$ cat src/core/ctrl_decode_consts.svh
// How it works
// RL1: Configuration-load copies the accumulator into the prescaler config register; flags untouched.
// RL2: The prescaler config register is also read and written as an ordinary file register.
// RL3: Configuration-load stays supported for old code; direct register writes are preferred.
// RL4: Interrupt-return pops the return stack and loads stack top into the program counter.
// RL5: Interrupt-return sets the global interrupt enable, bit 7 of the irq control register.
// RL6: Interrupt-return is one word, two cycles; the second cycle flushes the fetched word.
// RL7: Subroutine-return pops the stack into the program counter; enables and flags untouched.
// RL8: Subroutine-return is one word taking two instruction cycles.
// RL9: Idle ignores its two don't-care bits, changes nothing, takes one cycle.
// RL10: Store-accumulator writes the accumulator to the 7-bit addressed file register in one cycle.
`ifndef CTRL_DECODE_CONSTS_SVH
`define CTRL_DECODE_CONSTS_SVH
`define INSTR_W 14
`define FADDR_W 7
`define DATA_W 8
`define PC_W 13
`define OP_IDLE 14'h0000
`define OP_IDLE_MASK 14'h3F9F
`define OP_STORE_ACC 14'h0080
`define OP_STORE_ACC_MASK 14'h3F80
`define OP_CFG_LOAD 14'h0062
`define OP_IRQ_RETURN 14'h0009
`define OP_SUB_RETURN 14'h0008
`define IRQ_EN_BIT 7
`define CFG_REG_ADDR 7'h01
`define CFG_RESET 8'hFF
`endif

$ cat src/core/ctrl_decode_pkg.sv
`include "ctrl_decode_consts.svh"
package ctrl_decode_pkg;
    typedef enum logic [1:0] {
        ST_EXEC = 2'b00,
        ST_FLUSH = 2'b01
    } exec_state_e;
    typedef struct packed {
        logic valid;
        logic [`FADDR_W-1:0] addr;
        logic [`DATA_W-1:0] data;
    } file_write_s;
    typedef struct packed {
        logic pop;
        logic [`PC_W-1:0] target;
    } pc_load_s;
endpackage

$ cat src/core/ctrl_instr_match.sv
`include "ctrl_decode_consts.svh"
module ctrl_instr_match (
    input wire logic [`INSTR_W-1:0] i_instr, // Fetched instruction word.
    output logic o_idle, // Idle instruction.
    output logic o_store_acc, // Store-accumulator instruction.
    output logic o_cfg_load, // Configuration-load instruction.
    output logic o_irq_ret, // Interrupt-return instruction.
    output logic o_sub_ret // Subroutine-return instruction.
);
    assign o_idle = (i_instr & `OP_IDLE_MASK) == `OP_IDLE; // [RL9]
    assign o_store_acc = (i_instr & `OP_STORE_ACC_MASK) == `OP_STORE_ACC; // [RL10]
    assign o_cfg_load = i_instr == `OP_CFG_LOAD; // [RL1] [RL3]
    assign o_irq_ret = i_instr == `OP_IRQ_RETURN; // [RL4]
    assign o_sub_ret = i_instr == `OP_SUB_RETURN; // [RL7]
endmodule

$ cat src/core/cpu_control_instr_decode.sv
`include "ctrl_decode_consts.svh"
module cpu_control_instr_decode
    import ctrl_decode_pkg::*;
(
    input wire logic i_clk_sys, // Instruction clock.
    input wire logic i_rst_n, // Synchronous reset, active low.
    input wire logic i_instr_valid, // Instruction word is present.
    input wire logic [`INSTR_W-1:0] i_instr, // Instruction word.
    input wire logic [`DATA_W-1:0] i_acc, // Working accumulator.
    input wire logic [`PC_W-1:0] i_stack_top, // Return stack top.
    input wire logic [`DATA_W-1:0] i_irq_ctrl, // Current irq control register.
    input wire logic i_bus_wr, // Datapath file write strobe.
    input wire logic [`FADDR_W-1:0] i_bus_addr, // Datapath file address.
    input wire logic [`DATA_W-1:0] i_bus_wdata, // Datapath file write data.
    output file_write_s o_file_wr, // File register write from store-accumulator.
    output pc_load_s o_pc_load, // Stack pop and program counter load.
    output logic o_irq_ctrl_wr, // Irq control register write strobe.
    output logic [`DATA_W-1:0] o_irq_ctrl_data, // Irq control write data.
    output logic [`DATA_W-1:0] o_cfg_reg, // Prescaler configuration register.
    output logic o_flush, // Discard the fetched instruction.
    output logic o_busy // Second cycle of a two-cycle return.
);
    exec_state_e state_reg, state_next;
    logic is_idle, is_store, is_cfg, is_iret, is_ret;
    file_write_s file_wr_reg, file_wr_next;
    pc_load_s pc_load_reg, pc_load_next;
    logic irq_wr_reg, irq_wr_next;
    logic [`DATA_W-1:0] irq_data_reg, irq_data_next;
    logic [`DATA_W-1:0] cfg_reg, cfg_next;
    logic flush_reg, busy_reg;

    ctrl_instr_match u_match (
        .i_instr(i_instr),
        .o_idle(is_idle),
        .o_store_acc(is_store),
        .o_cfg_load(is_cfg),
        .o_irq_ret(is_iret),
        .o_sub_ret(is_ret)
    );

    // Instructions are ignored during the flush cycle, since that word was fetched past the return.
    wire exec = i_instr_valid && (state_reg == ST_EXEC);
    wire take_ret = exec && (is_iret || is_ret); // [RL6] [RL8]
    wire cfg_by_bus = i_bus_wr && (i_bus_addr == `CFG_REG_ADDR); // [RL2]
    wire cfg_by_instr = exec && is_cfg; // [RL1] [RL3]
    wire cfg_by_store = exec && is_store && (i_instr[`FADDR_W-1:0] == `CFG_REG_ADDR); // [RL2]

    always_comb begin
        state_next = ST_EXEC;
        case (state_reg)
            ST_EXEC: state_next = take_ret ? ST_FLUSH : ST_EXEC; // [RL6] [RL8]
            ST_FLUSH: state_next = ST_EXEC;
            default: state_next = ST_EXEC;
        endcase
    end

    always_comb begin
        file_wr_next.valid = exec && is_store; // [RL10]
        file_wr_next.addr = i_instr[`FADDR_W-1:0];
        file_wr_next.data = i_acc;
        pc_load_next.pop = take_ret; // [RL4] [RL7]
        pc_load_next.target = i_stack_top;
        irq_wr_next = exec && is_iret; // [RL5]
        irq_data_next = i_irq_ctrl;
        irq_data_next[`IRQ_EN_BIT] = 1'b1; // [RL5]
        cfg_next = cfg_reg;
        // Instruction loads win over a datapath write in the same cycle.
        if (cfg_by_bus) begin
            cfg_next = i_bus_wdata; // [RL2]
        end
        if (cfg_by_instr || cfg_by_store) begin
            cfg_next = i_acc; // [RL1]
        end
    end

    always_ff @(posedge i_clk_sys) begin
        if (!i_rst_n) begin
            state_reg <= ST_EXEC;
            file_wr_reg <= '0;
            pc_load_reg <= '0;
            irq_wr_reg <= 1'b0;
            irq_data_reg <= '0;
            cfg_reg <= `CFG_RESET;
            flush_reg <= 1'b0;
            busy_reg <= 1'b0;
        end else begin
            state_reg <= state_next;
            file_wr_reg <= file_wr_next;
            pc_load_reg <= pc_load_next;
            irq_wr_reg <= irq_wr_next;
            irq_data_reg <= irq_data_next;
            cfg_reg <= cfg_next;
            flush_reg <= take_ret; // [RL6]
            busy_reg <= take_ret;
        end
    end

    assign o_file_wr = file_wr_reg;
    assign o_pc_load = pc_load_reg;
    assign o_irq_ctrl_wr = irq_wr_reg;
    assign o_irq_ctrl_data = irq_data_reg;
    assign o_cfg_reg = cfg_reg;
    assign o_flush = flush_reg;
    assign o_busy = busy_reg;
endmodule

$ cat config.mk
export PLATFORM = sky130hd
export DESIGN_NAME = cpu_control_instr_decode
export DESIGN_NICKNAME = d
export VERILOG_FILES = /design/src/core/ctrl_decode_pkg.sv /design/src/core/ctrl_instr_match.sv /design/src/core/cpu_control_instr_decode.sv
export VERILOG_INCLUDE_DIRS = /design/src /design/src/core
export SDC_FILE = /design/constraint.sdc
export NUM_CORES = 1
export LEC_CHECK = 0
export ABC_AREA = 1
export BUFFER_PORTS_ARGS = -buffer_cell sky130_fd_sc_hd__buf_2
export CAP_MARGIN = 30
export CORE_MARGIN = 3
export CORE_UTILIZATION = 33
export CTS_CLUSTER_DIAMETER = 30
export DETAILED_ROUTE_END_ITERATION = 8
export GPL_ROUTABILITY_DRIVEN = 0
export PLACE_DENSITY = 0.77
export SYNTH_ARGS = -nofsm -noshare
export SYNTH_HDL_FRONTEND = slang
export SYNTH_SLANG_ARGS = --single-unit
$ cat constraint.sdc
create_clock -name i_clk_sys -period 1.1 [get_ports i_clk_sys]
set_input_delay 0.22 -clock i_clk_sys [delete_from_list [all_inputs] [get_ports i_clk_sys]]
set_output_delay 0.22 -clock i_clk_sys [all_outputs]
set_load 0.005 [all_outputs]
# == Yosys cells after proc, flatten, opt, wreduce, memory -nomap -nowiden ==
# Cells that the tools add are included.
# op_classes
eq_ne,6
reduce_logical,12
n_mux,4
# ops
cell,count
"14-bit by 4-bit == test with 1-bit output, second input constant",2
8-bit 2-to-1 mux,3
"7-bit by 1-bit == test with 1-bit output, second input constant",3
"14-bit by 7-bit == test with 1-bit output, second input constant",1
1-bit logical AND,7
2-bit logical NOT,1
1-bit logical OR,2
2-bit AND reduction,1
2-bit nonzero test,1
1-bit 2-to-1 mux,1
# totals
word_cells,32
in_bits,62
output_inout_bits,49
register_bits,49

# == Depth between registers and ports, before layout ==
# Gate-level depths: netlist of run 1.
# logic_depth
depth_word,6
depth_mapped,9
ltp_nobuf,9

# == By module ==
# A second synthesis of run 1 with hierarchy kept.
# hier_totals
hier_cells,265
hier_area_um2,1961.9
# modules_own_cells
mod,seq_area_each_um2,area_each_um2,cells_each,n_inst
cpu_control_instr_decode,960.9,1816.7,230,1
ctrl_instr_match,0.0,145.1,35,1

# == Worst setup path before layout of run 1 ==
# OpenSTA, ideal clock, no wires.
# synth_timing
path_kind,reg-to-reg
startpoint,register state_reg[0]
endpoint,"register cfg_reg[0], in the netlist o_cfg_reg[0]"
synth_period_minus_slack_ps,1112
setup_ps,120
t_required_ps,980
t_arrival_ps,991
path_buffers,1
stages_incl_launch_ff,7
path_slack_ps,-12
path_cell_list,dfxtp_1 > nor2_4 > and2_1 > nand3_4 > buf_6 > nand4_1 > nand3_1
# synth_between
elab_chain_cells,6
elab_cells_between_ends,8
cone_classes,mux: 1; reduce/logical: 7
# synth_rtl
item,line,rtl
start: declaration,cpu_control_instr_decode.sv:23,"exec_state_e state_reg, state_next;"
start signal: assignment,cpu_control_instr_decode.sv:87,state_reg <= state_next;
2-bit logical NOT (*),cpu_control_instr_decode.sv:42,wire exec = i_instr_valid && (state_reg == ST_EXEC);
1-bit logical AND (*),cpu_control_instr_decode.sv:42,
1-bit logical AND (2 in series),cpu_control_instr_decode.sv:46,wire cfg_by_store = exec && is_store && (i_instr[`FADDR_W-1:0] == `CFG_REG_ADDR);
1-bit logical OR (*),cpu_control_instr_decode.sv:71,if (cfg_by_instr || cfg_by_store) begin
8-bit 2-to-1 mux or 2-bit nonzero test (tied branches),n/a,
end signal: assignment,cpu_control_instr_decode.sv:83,cfg_reg <= `CFG_RESET;
end signal: assignment,cpu_control_instr_decode.sv:92,cfg_reg <= cfg_next;
end: declaration,cpu_control_instr_decode.sv:29,"logic [`DATA_W-1:0] cfg_reg, cfg_next;"
# Every way passes the cells marked *; elsewhere a longest branch is shown, timed or not.
# A chain may end at the register's enable or synchronous reset.

# == Final worst setup path of run 1 ==
# layout_timing
startpoint,register state_reg[0]
endpoint,register file_wr_reg (netlist bit o_file_wr[15])
# layout_between
elab_chain_cells,3
# layout_rtl
item,line,rtl
2-bit logical NOT,cpu_control_instr_decode.sv:42,
1-bit logical AND,cpu_control_instr_decode.sv:42,
1-bit logical AND,cpu_control_instr_decode.sv:58,file_wr_next.valid = exec && is_store;
end signal: assignment,cpu_control_instr_decode.sv:88,file_wr_reg <= file_wr_next;
end: declaration,cpu_control_instr_decode.sv:25,"file_write_s file_wr_reg, file_wr_next;"
# No other way between the ends.

==> results of run 1 <==
==> area by class of cell <==
class                           count  area, µm²
Clock inverter                      2       38.8
Multi-Input combinational cell    119        617
Inverter                           50        188
Clock buffer                        6       82.6
Tap cell                           70       87.6
Fill cell                         538       2550
Timing Repair Buffer              126        711
Sequential cell                    48        962
==> critical path: cells and delay by family (launching register included) <==
kind / cells / cell delay [ns]
DFF: 1 / 0.34
buffers and inverters: 3 / 0.37
and+or+nand+nor: 3 / 0.36
==> kinds of logic (layout without fill, tap and decap cells) <==
group                  count (synthesis)  after routing
AND/OR/NAND/NOR                      119            119
flip-flops                            48             48
buffers and inverters                 59            184
==> path summary, 6_finish.rpt <==
| path | cells after the start | slack [ns] | endpoint |
|---|---|---|---|
| worst max register to register | 6 | -0.04 | o_file_wr[15] |
| worst max-delay path | 6 | -0.04 | o_file_wr[15] |
| worst min register to register | 2 | 0.52 | o_cfg_reg[7] |
| worst min-delay path | 1 | 0.1 | o_irq_ctrl_data[7] |
==> power by group through the flow <==
stage | clock network [W] | registers, W | logic, W
floorplan | 0 | 0.00188 | 0.000122
global placement | 0 | 0.00186 | 0.000357
detailed placement | 0 | 0.00186 | 0.000367
CTS | 0.00138 | 0.00182 | 0.000371
global route | 0.00144 | 0.00183 | 0.000415
finish | 0.00132 | 0.00182 | 0.000367
==> timing repair <==
item | 4_1_cts | 5_1_grt
setup endpoints to repair | 8 | 8
pin swaps | 3 | 1
gates resized for setup | 1 | 0
hold endpoints to repair | 0 | 0
cloned | 0 | 0
buffers inserted | 1 | 1
==> per-layer routing <==
metal / wire [µm] / vias up / part of all wire, %
met5: 0 / - / 0
met4: 51 / 0 / 1.1
met3: 536 / 6 / 12
met2: 2190 / 82 / 49
met1: 1690 / 774 / 38
li1: - / 916 / -
==> layout by cell type (no fill, tap or decap) <==
master / count
and2_4: 1
buf_12: 3
buf_2: 109
buf_4: 14
bufinv_16: 1
clkbuf_8: 6
clkinv_4: 1
dfxtp_1: 47
dfxtp_2: 1
inv_1: 49
inv_2: 1
nand2_1: 58
nand2_2: 3
nand2_4: 2
nand3_1: 22
nand3_2: 3
nand3_4: 1
nand4_1: 9
nor2_1: 7
nor2_2: 6
nor2_4: 3
nor3_4: 1
nor3b_1: 2
or2_1: 1
==> stage by stage <==
stage | utilization [%] | total power [W] | setup slack [ns] | hold slack [ns]
2_1_floorplan | - | 0.00200 | 0.00568 | 0.248
3_3_place_gp | 48.7 | 0.00222 | -0.108 | 0.401
3_5_place_dp | 48.7 | 0.00223 | -0.142 | 0.405
4_1_cts | 51.1 | 0.00358 | -0.0289 | 0.0827
5_1_grt | 51.3 | 0.00368 | -0.130 | 0.0919
6_report | 51.3 | 0.00351 | -0.0436 | 0.0981
==> flow_results.org, run 1 <==
** STA
- Across all setup checks in the final design, the least slack found is -0.0436 ns.
- On the final layout, the worst clock skew is 0.00473 ns.
- The final number of max-transition violations is 0.
- Dividing the final minimum period by the clock period gives 104%.
- Setup repair after global routing missed its margin :: yes
- Fmax achieved :: 874 MHz
- The count of final hold-check violations came to 0.
- Relative slew slack :: 82.2%
- After layout, the minimum clock period comes to 1.14 ns.
- At the pin with the least slew margin, the transition time is 0.266 ns.
- Setup violations remaining at the end of the flow were counted as 9.
- Setup Total Neg Slack :: -0.210 ns

** Worst setup path
- Critical path endpoint category :: flop
- Critical path origin :: state_reg[0]
- The slowest stage of the critical path is the dfxtp_2 cell.
- Startpoint of the worst register-to-register path :: state_reg[0]
- The critical path goes through nor2_4 > nand2_2 > buf_4 > buf_4 > buf_4 > nor3b_1.
- Category of the critical setup timing path :: reg2reg
- CP Data Arrival Time :: 1.36 ns
- Worst Path Max Fanout :: 3
- STA classifies the critical path startpoint as a flop.
- Data required, critical path :: 1.32 ns
- Most common cell on crit path :: buf_4
- On the worst path, the slowest cell contributes a delay of 0.34 ns.

** CTS
- CTS placed an instance of clkbuf_8 at the clock tree root.
- Clk_lat worst skew :: 0.30 ns
- Clock-pin slew was measured on the worst setup and hold paths at 0.09 ns.
- In this run, CTS created clock tree buffers numbering 5.
- In this run the deepest clock path goes through 2 buffers.
- Clock sinks :: 48
- For this design, the CTS-stage hold fixing added 0 buffers.
- TritonCTS built the clock tree.
- The clock tree synthesis step divided the H-tree into 2 levels.

** Yosys
- By area, the combinational part of the netlist is dominated by simple AND/OR/NAND/NOR gates.
- Ranked by instance count, the synthesized netlist is headed by nand2_1 (58), inv_1 (49), dfxtp_1 (48).
- Post-Syn Area :: 1830 µm²
- Count of distinct cell types in the synthesized netlist :: 20
- Summing the areas of all and, or, nand and nor instances in the mapped netlist gives 33.5% of the synthesized area.
- Post-synth ARST share :: 0%
- Number of instances in the synthesized netlist :: 226
- Post-synth net total :: 288
- Post-synthesis register bit count :: 48
- Largest area contributor in the synthesized netlist :: dfxtp_1
- For this run, the register share of the synthesized area comes to 52.4%.
- Each instance of the synthesized netlist takes up on average 8.12 µm².
- The synthesized netlist devotes 0% of its cell area to compound gates.
- Area share of the largest cell type after synthesis :: 52.4%
- Area share of fa/ha/maj cells after synthesis :: 0%
- Cell with the most instances after synthesis :: nand2_1
- The Yosys step of the flow raised 0 warnings.
- Share of synthesized area spent on multiplexers :: 0%
- Among all flip-flop cells after synthesis, the most frequent one is dfxtp_1.
- Cell types occupying the most area after synthesis :: dfxtp_1 (52%), nand2_1 (12%), inv_1 (10%)
- Share of the synthesized netlist area taken by xor and xnor gates :: 0%
- The synthesized design contains 0 enable-type register cells.

** Flow run
- Max-capacitance violation count :: 0

** Finish
- Final layout net count :: 412
- With fillers left out, the area of the finished cells amounts to 2690 µm².
- 0 antenna diodes ended up in the layout.
- Compared with the post-synthesis result, the final layout area differs by 46.5%.
- Count of non-filler cells in the finished layout :: 421
- The post-route netlist has 44.4% of its cells at a drive strength greater than 1.
- Flip-flop count of the largest register, all copies and words added :: 16

** Worst hold path
- In this run the most critical hold path is launched from i_rst_n.
- Class of the most critical hold timing path :: in2reg

** Routing
- The detailed router finished its first iteration with 70 violations.
- The final route contains 1778 vias.
- In this run the remaining antenna-violating nets after routing total 0.
- Post-route DRC :: 0
- After detailed routing, the average wire length per cell comes to 10.6 µm.
- The first detailed-routing pass took 4 iterations.
- Sum of routed wire length over all layers :: 4480 µm
- Vias per std cell :: 4.22

** Floorplan
- In this run the horizontal extent of the chip is 80.6 µm.
- Vertical extent of the die :: 80.6 µm
- Cell row count :: 26
- I/O pin count :: 111
- Die Area :: 6490 µm²
- Floorplan core area :: 5240 µm²
- The initial utilization of the core area, before any placement, comes to 35.0%.

** Power and ir drop
- Net switching power figure :: 0.000774 W
- Reg power frac :: 51.9%
- VDD sags by at most 691 µV.
- In this run the power density over the cells is 1310 nW/µm².
- Share of total power consumed by net switching :: 22.0%
- In this run, the combinational gates consume 10.5% of the power.
- Cell internal power was estimated by the tool at 0.00274 W.
- Clock power share :: 37.7%
- In this run the static leakage power is 1.65 nW.

** GRT
- Global routing used 14.0% of the available met1 tracks.
- Antenna violations before repair :: 0
- Largest net degree at the start of global routing :: 28
- GRT met3 Usage :: 5.94%
- For this run the aggregate overflow at the end of global routing stands at 0.
- The layer flagged by global routing as most heavily used is met2.
- The number of global-route vias before repair was 1751.
- For this run, global-route usage on met2 was measured as 26.0%.
- Overall global routing resource usage :: 14.1%
- Wire length of the first global-routing pass :: 7100 µm

** Placed design
- Area post-placement :: 2550 µm²
- Number of cells after detailed placement :: 411
- Half-perimeter wire length of the detailed placement result :: 3670 µm
- Number of port buffers :: 109

** Outcome
- Failing checks :: negative setup slack
- The run finished, with violations left.
(Power assumes the default switching activity.)
==> run 2: changes to the inputs <==
--- a/config.mk
+++ b/config.mk
@@ -7,7 +7,7 @@
 export NUM_CORES = 1
 export LEC_CHECK = 0
 export ABC_AREA = 1
-export BUFFER_PORTS_ARGS = -buffer_cell sky130_fd_sc_hd__buf_2
+export BUFFER_PORTS_ARGS = -buffer_cell sky130_fd_sc_hd__buf_4
 export CAP_MARGIN = 30
 export CORE_MARGIN = 3
 export CORE_UTILIZATION = 33
@@ -15,6 +15,7 @@
 export DETAILED_ROUTE_END_ITERATION = 8
 export GPL_ROUTABILITY_DRIVEN = 0
 export PLACE_DENSITY = 0.77
+export SKIP_CTS_REPAIR_TIMING = 1
 export SYNTH_ARGS = -nofsm -noshare
 export SYNTH_HDL_FRONTEND = slang
 export SYNTH_SLANG_ARGS = --single-unit
==> flow_results.org, run 2 (synthesis gave the netlist of run 1 again) <==
** Outcome
- Outcome :: complete, but fails checks
- The checks that failed: negative setup slack.

** STA
- Final hold analysis gives a worst-case slack of 0.101 ns.
- Final worst-path setup slack :: -0.0517 ns
- In the finished design, the share of the clock period the worst path needs comes to 105%.
- Clock Skews :: 0.00535 ns
- Adding up every negative setup slack in the final design gives -0.338 ns.
- Final hold vios :: 0
- Time the worst path needs with I/O delays and setup :: 1.15 ns
- The final number of max-transition violations was 0.
- For the pin with the worst max-slew slack, the measured transition is 0.263 ns.
- Setup violations remaining at the end of the flow were counted as 8.
- Fmax achieved :: 868 MHz
- Setup repair after global routing could not meet its margin everywhere.
- Relative slew slack :: 82.5%

** Routing
- Total number of vias :: 1786
- The first detailed-routing pass ran for 5 iterations.
- For this block, the routed nets add up to 4600 µm of wire.
- For this run, design rule violations remaining after detail routing come to 0.
- Number of nets still failing antenna checks after routing :: 0
- Initial detailed-routing violation count :: 42
- Average wire length per cell after detail routing :: 11.0 µm
- Vias per std cell :: 4.25

** CTS
- Cell at the root of the clock tree :: clkbuf_8
- The clock passes through at most 2 buffers.
- Clock transition at the registers of the reported paths :: 0.09 ns
- TritonCTS built the clock tree.
- For this design, the sink count on the clock tree is 48.
- The later pin in the worst-skew pair is clocked with a latency of 0.29 ns.
- Maximum level of the CTS H-tree :: 2
- Buffers inserted during clock tree synthesis total 5.

** Floorplan
- Die width :: 80.6 µm
- Cell row count :: 26
- Floorplan core area :: 5240 µm²
- Vertical extent of the die :: 80.6 µm
- Effective utilization at floorplan :: 35.0%
- Die Area :: 6490 µm²
- 111 I/O pins were placed.

** Worst setup path
- Startpoint Class :: flop
- STA classifies the critical path endpoint as a flop.
- CP Data Arrival Time :: 1.33 ns
- Cell with the largest stage delay on the worst path :: dfxtp_2
- The worst setup path is of the reg2reg kind.
- Crit path buffers/inverters :: 0
- Worst Path Max Fanout :: 8
- Cell breakdown of the critical path :: nor2_4 > nand2_2 > nor2_4 > nand2_4 > nand2_4 > nand2_2 > nand2_1 > nand3_1
- Data required, critical path :: 1.28 ns
- For this run, the slowest stage of the critical path takes 0.34 ns.
- Cell family with most CP delay :: simple AND/OR/NAND/NOR gates

** GRT
- Entering global routing, the biggest net connects 27 pins.
- The number of antenna violations at the first check in global routing is 0.
- Aggregate global routing overflow :: 0
- Wire length of the first global-routing pass :: 7320 µm
- Via count of the first global-routing pass :: 1768
- Overall global routing resource usage :: 14.5%

** Finish
- Flip-flop count of the largest register, all copies and words added :: 16
- At the end of the flow the core is filled with cells to 55.7%.
- The post-route netlist has 44.6% of its cells at a drive strength greater than 1.
- With fillers left out, the area of the finished cells amounts to 2920 µm².
- From synthesis to final layout, the design area changed by 59.0%.
- Number of diodes added for antenna fixing :: 0
- For this run, the post-layout net count is 411.
- The library cell used most frequently in the layout, excluding fill and tap cells, is buf_4.
- The library cells used most frequently in the layout, excluding fill and tap cells, are buf_4 (123), nand2_1 (56), inv_1 (49).

** Placed design
- Prior to clock tree synthesis, the placed netlist has a worst setup slack of -0.164 ns.
- Half-perimeter wire length of the detailed placement result :: 3790 µm
- Area post-placement :: 2810 µm²
- Buffers placed on the I/O ports in this run total 109.

** Power and ir drop
- Max VDD drop :: 746 µV
- Power spread over the standard cell area amounts to 1150 nW/µm².
- The analysis attributes to cell leakage a power of 1.71 nW.

** Flow run
- Max-cap violations in this run came to 0.

** Worst hold path
- Class of the most critical hold timing path :: in2reg
==> run 2: through the flow <==
stage	total power [W]	cells
detailed placement	0.00232	411
finish	0.00334	420
global placement	0.00231	411
global route	0.00353	420
floorplan	0.00200	226
CTS	0.00341	419
==> run 2: worst paths after layout <==
path	depth (start not counted)	from	slack, ns	endpoint
worst min register to register	2	o_cfg_reg[1]	0.52	o_cfg_reg[1]
worst min-delay path	3	i_stack_top[4]	0.10	o_pc_load[4]
worst max register to register	8	state_reg[0]	-0.05	o_cfg_reg[6]
worst max-delay path	8	state_reg[0]	-0.05	o_cfg_reg[6]
==> run 2: area by class of cell <==
type | instances | area, µm²
fillers | 505 | 2320
repair buffers | 125 | 963
flip-flops and latches | 48 | 962
multi-input cells | 119 | 622
inverters | 50 | 188
well taps | 70 | 87.6
clock buffers | 7 | 86.3
clock inverters | 1 | 7.51
==> run 2: routing by layer <==
layer | global-route usage (%) | part of all wire [%]
met3 | 5.72 | 13
met4 | 5.07 | 0.96
met5 | 0 | 0
met2 | 26.2 | 50
met1 | 15.0 | 36
==> run 2: where the power goes <==
part	switching [W]	internal, W
clock	0.000552	0.000511
combinational	0.000175	0.000277
sequential	0.0000182	0.00181
==> run 2: worst register-to-register path, stage by stage (launching register included) <==
cell and delay [ns]:
dfxtp_2 0.34, nor2_4 0.11, nand2_2 0.09, nor2_4 0.10, nand2_4 0.09, nand2_4 0.12, nand2_2 0.05, nand2_1 0.07
nand3_1 0.07
==> run 3: changes to the inputs <==
--- a/config.mk
+++ b/config.mk
@@ -14,8 +14,9 @@
 export CTS_CLUSTER_DIAMETER = 30
 export DETAILED_ROUTE_END_ITERATION = 8
 export GPL_ROUTABILITY_DRIVEN = 0
-export PLACE_DENSITY = 0.77
+export PLACE_DENSITY_LB_ADDON = 0.2
 export SKIP_CTS_REPAIR_TIMING = 1
 export SYNTH_ARGS = -nofsm -noshare
 export SYNTH_HDL_FRONTEND = slang
+export SYNTH_HIERARCHICAL = 1
 export SYNTH_SLANG_ARGS = --single-unit
==> flow_results.org, run 3 <==
** Outcome
- The run finished with clean final reports.

** Worst setup path
- STA classifies the critical path startpoint as an input port.
- Data on the critical path arrives at its endpoint at 1.24 ns.
- At the worst endpoint, the required time is 1.29 ns.
- The critical path is of the in2reg type.
- Startpoint of the worst register-to-register path :: state_reg[0]
- The most critical setup path has its startpoint at i_instr[8].
- Critical path endpoint category :: flop
- Worst Path Max Fanout :: 8

** CTS
- Clk_lat worst skew :: 0.30 ns
- TritonCTS built the clock tree.
- Clock-pin slew was measured on the worst setup and hold paths at 0.09 ns.
- The clock tree synthesis step divided the H-tree into 2 levels.
- Clock tree synthesis selected as its root buffer the cell clkbuf_8.
- The clock drives 48 sinks.
- CTS max path bufs :: 2
- The number of clock buffers added by TritonCTS is 5.

** Floorplan
- The die covers 6870 µm².
- I/O pin count :: 111
- The floorplan step set the die height to 82.9 µm.
- Floorplan core area :: 5610 µm²
- From left edge to right edge, the die measures 82.9 µm.
- Cell row count :: 27
- Effective utilization at floorplan :: 34.8%

** Worst hold path
- The tightest min-delay check is of the in2reg type.
- Start point of the worst hold path :: i_acc[3]

** Power and ir drop
- Net switching power figure :: 0.000844 W
- Lkg Pwr :: 1.79 nW
- Clock power share :: 32.0%
- Sequential cells account for 52.6% of the total power.
- Max VDD drop :: 469 µV
- For this design the ratio of total power to cell area is 1090 nW/µm².
- In this run switching power makes up 24.3% of total power.
- Int Power :: 0.00263 W
- Combinational logic burns 15.4% of the power.

** GRT
- GRT met3 Usage :: 6.05%
- GR met1 Demand/Resource :: 17.8%
- Layer with the highest usage after global routing :: met2
- Met2 Usage GRT :: 23.8%
- The first global-routing pass estimated 8420 µm of wire.
- Global routing used 14.8% of the available tracks across all layers.
- Entering global routing, the biggest net connects 25 pins.
- The number of global-route vias before repair was 1812.
- The total overflow left after global routing is 0.
- The number of antenna violations at the first check in global routing is 0.

** Routing
- Wires add up to 5290 µm.
- In this run the remaining antenna-violating nets after routing total 0.
- For this run, the detailed router's first-pass iteration total came to 4.
- Initial detailed-routing violation count :: 40
- For this run, design rule violations remaining after detail routing come to 0.
- The routed layout has 1949 vias.
- After detailed routing, the number of vias per cell comes to 4.23.
- After detailed routing, the average wire length per cell comes to 11.5 µm.

** Yosys
- Yosys warnings :: 6
- In this run the cell area of the synthesized design comes to 1950 µm².
- Number of instances in the synthesized netlist :: 262
- Post-synth net total :: 324
- Post-synthesis average cell area :: 7.45 µm²

** Finish
- The net count of the finished layout is 450.
- Layout Cell Area excl Fill :: 3180 µm²
- Count of non-filler cells in the finished layout :: 461
- Cells with a size suffix above 1 make up 46.5% of the layout.
- The register with the most flip-flops in the layout has 16 of them.
- 0 antenna diodes ended up in the layout.
- Post-route core utilization :: 56.6%
- The library cell used most frequently in the layout, excluding fill and tap cells, is buf_4.
- Layout area overhead :: 62.8%
- Most frequent cells in the layout :: buf_4 (120), nand2_1 (61), inv_1 (56)

** Placed design
- The number of placed instances, taps included, is 450.
- Detailed placement ended at an HPWL of 3930 µm.
- Number of port buffers :: 109
- Area post-placement :: 2960 µm²

** STA
- Across the routed clock network, the largest skew measured is 0.00720 ns.
- Relative slew slack :: 79.3%
- The final number of max-transition violations was 0.
- Fmax achieved :: 948 MHz
- Final Cycle Share :: 95.9%
- Final hold vios :: 0
- Setup violations remaining at the end of the flow were counted as 0.
- Time the worst path needs with I/O delays and setup :: 1.05 ns
- For the pin with the worst max-slew slack, the measured transition is 0.310 ns.
- Setup repair after global routing missed its margin :: yes

** Flow run
- Across the run, the number of max-cap violations was 0.
run 3: layer usage:
layer | routed length [µm] | vias up
met4 | 55 | 0
met2 | 2510 | 89
met3 | 494 | 5
met1 | 2230 | 837
met5 | 0 | -
li1 | - | 1018
run 3: worst max-delay path: stages:
cell and delay (ns):
buf_6 0.10, nor2_4 0.11, nand3_4 0.10, nor2_4 0.11, nand2_1 0.05, nor2_1 0.08
nand2_1 0.09, nand2_4 0.15, nand3_2 0.10, nand2_2 0.07, nand3_2 0.06
run 3: layout make-up:
cell class	count	area [µm²]
Clock buffer	6	82.6
Clock inverter	2	15.0
Fill cell	550	2430
Inverter	69	262
Multi-Input combinational cell	137	777
Sequential cell	48	961
Tap cell	72	90.1
Timing Repair Buffer	127	988
run 3: worst paths after layout:
check                               endpoint  slack [ns]  cells after the start
worst max-delay path            o_cfg_reg[5]        0.05                     11
worst min-delay path            o_file_wr[3]         0.1                      3
worst max register to register  o_cfg_reg[0]        0.06                      7
worst min register to register  o_cfg_reg[1]        0.50                      2
run 3: power groups by stage:
stage                     registers, W  logic [W]  clock network [W]
after floorplan                0.00188   0.000150                  0
after global placement         0.00187   0.000514                  0
after detailed placement       0.00187   0.000521                  0
after CTS                      0.00183   0.000523            0.00116
after global routing           0.00183   0.000593            0.00121
final                          0.00183   0.000535            0.00111
run 3: per-stage QoR:
step	hold WS [ns]	setup TNS, ns	total power (W)	setup slack [ns]
finish	0.0979	0	0.00347	0.0451
global route	0.0843	-0.280	0.00364	-0.0481
detailed placement	0.405	-2.73	0.00239	-0.347
CTS	0.0875	-0.0959	0.00351	-0.0242
floorplan	0.248	-0.655	0.00203	-0.0819
global placement	0.400	-2.47	0.00238	-0.309
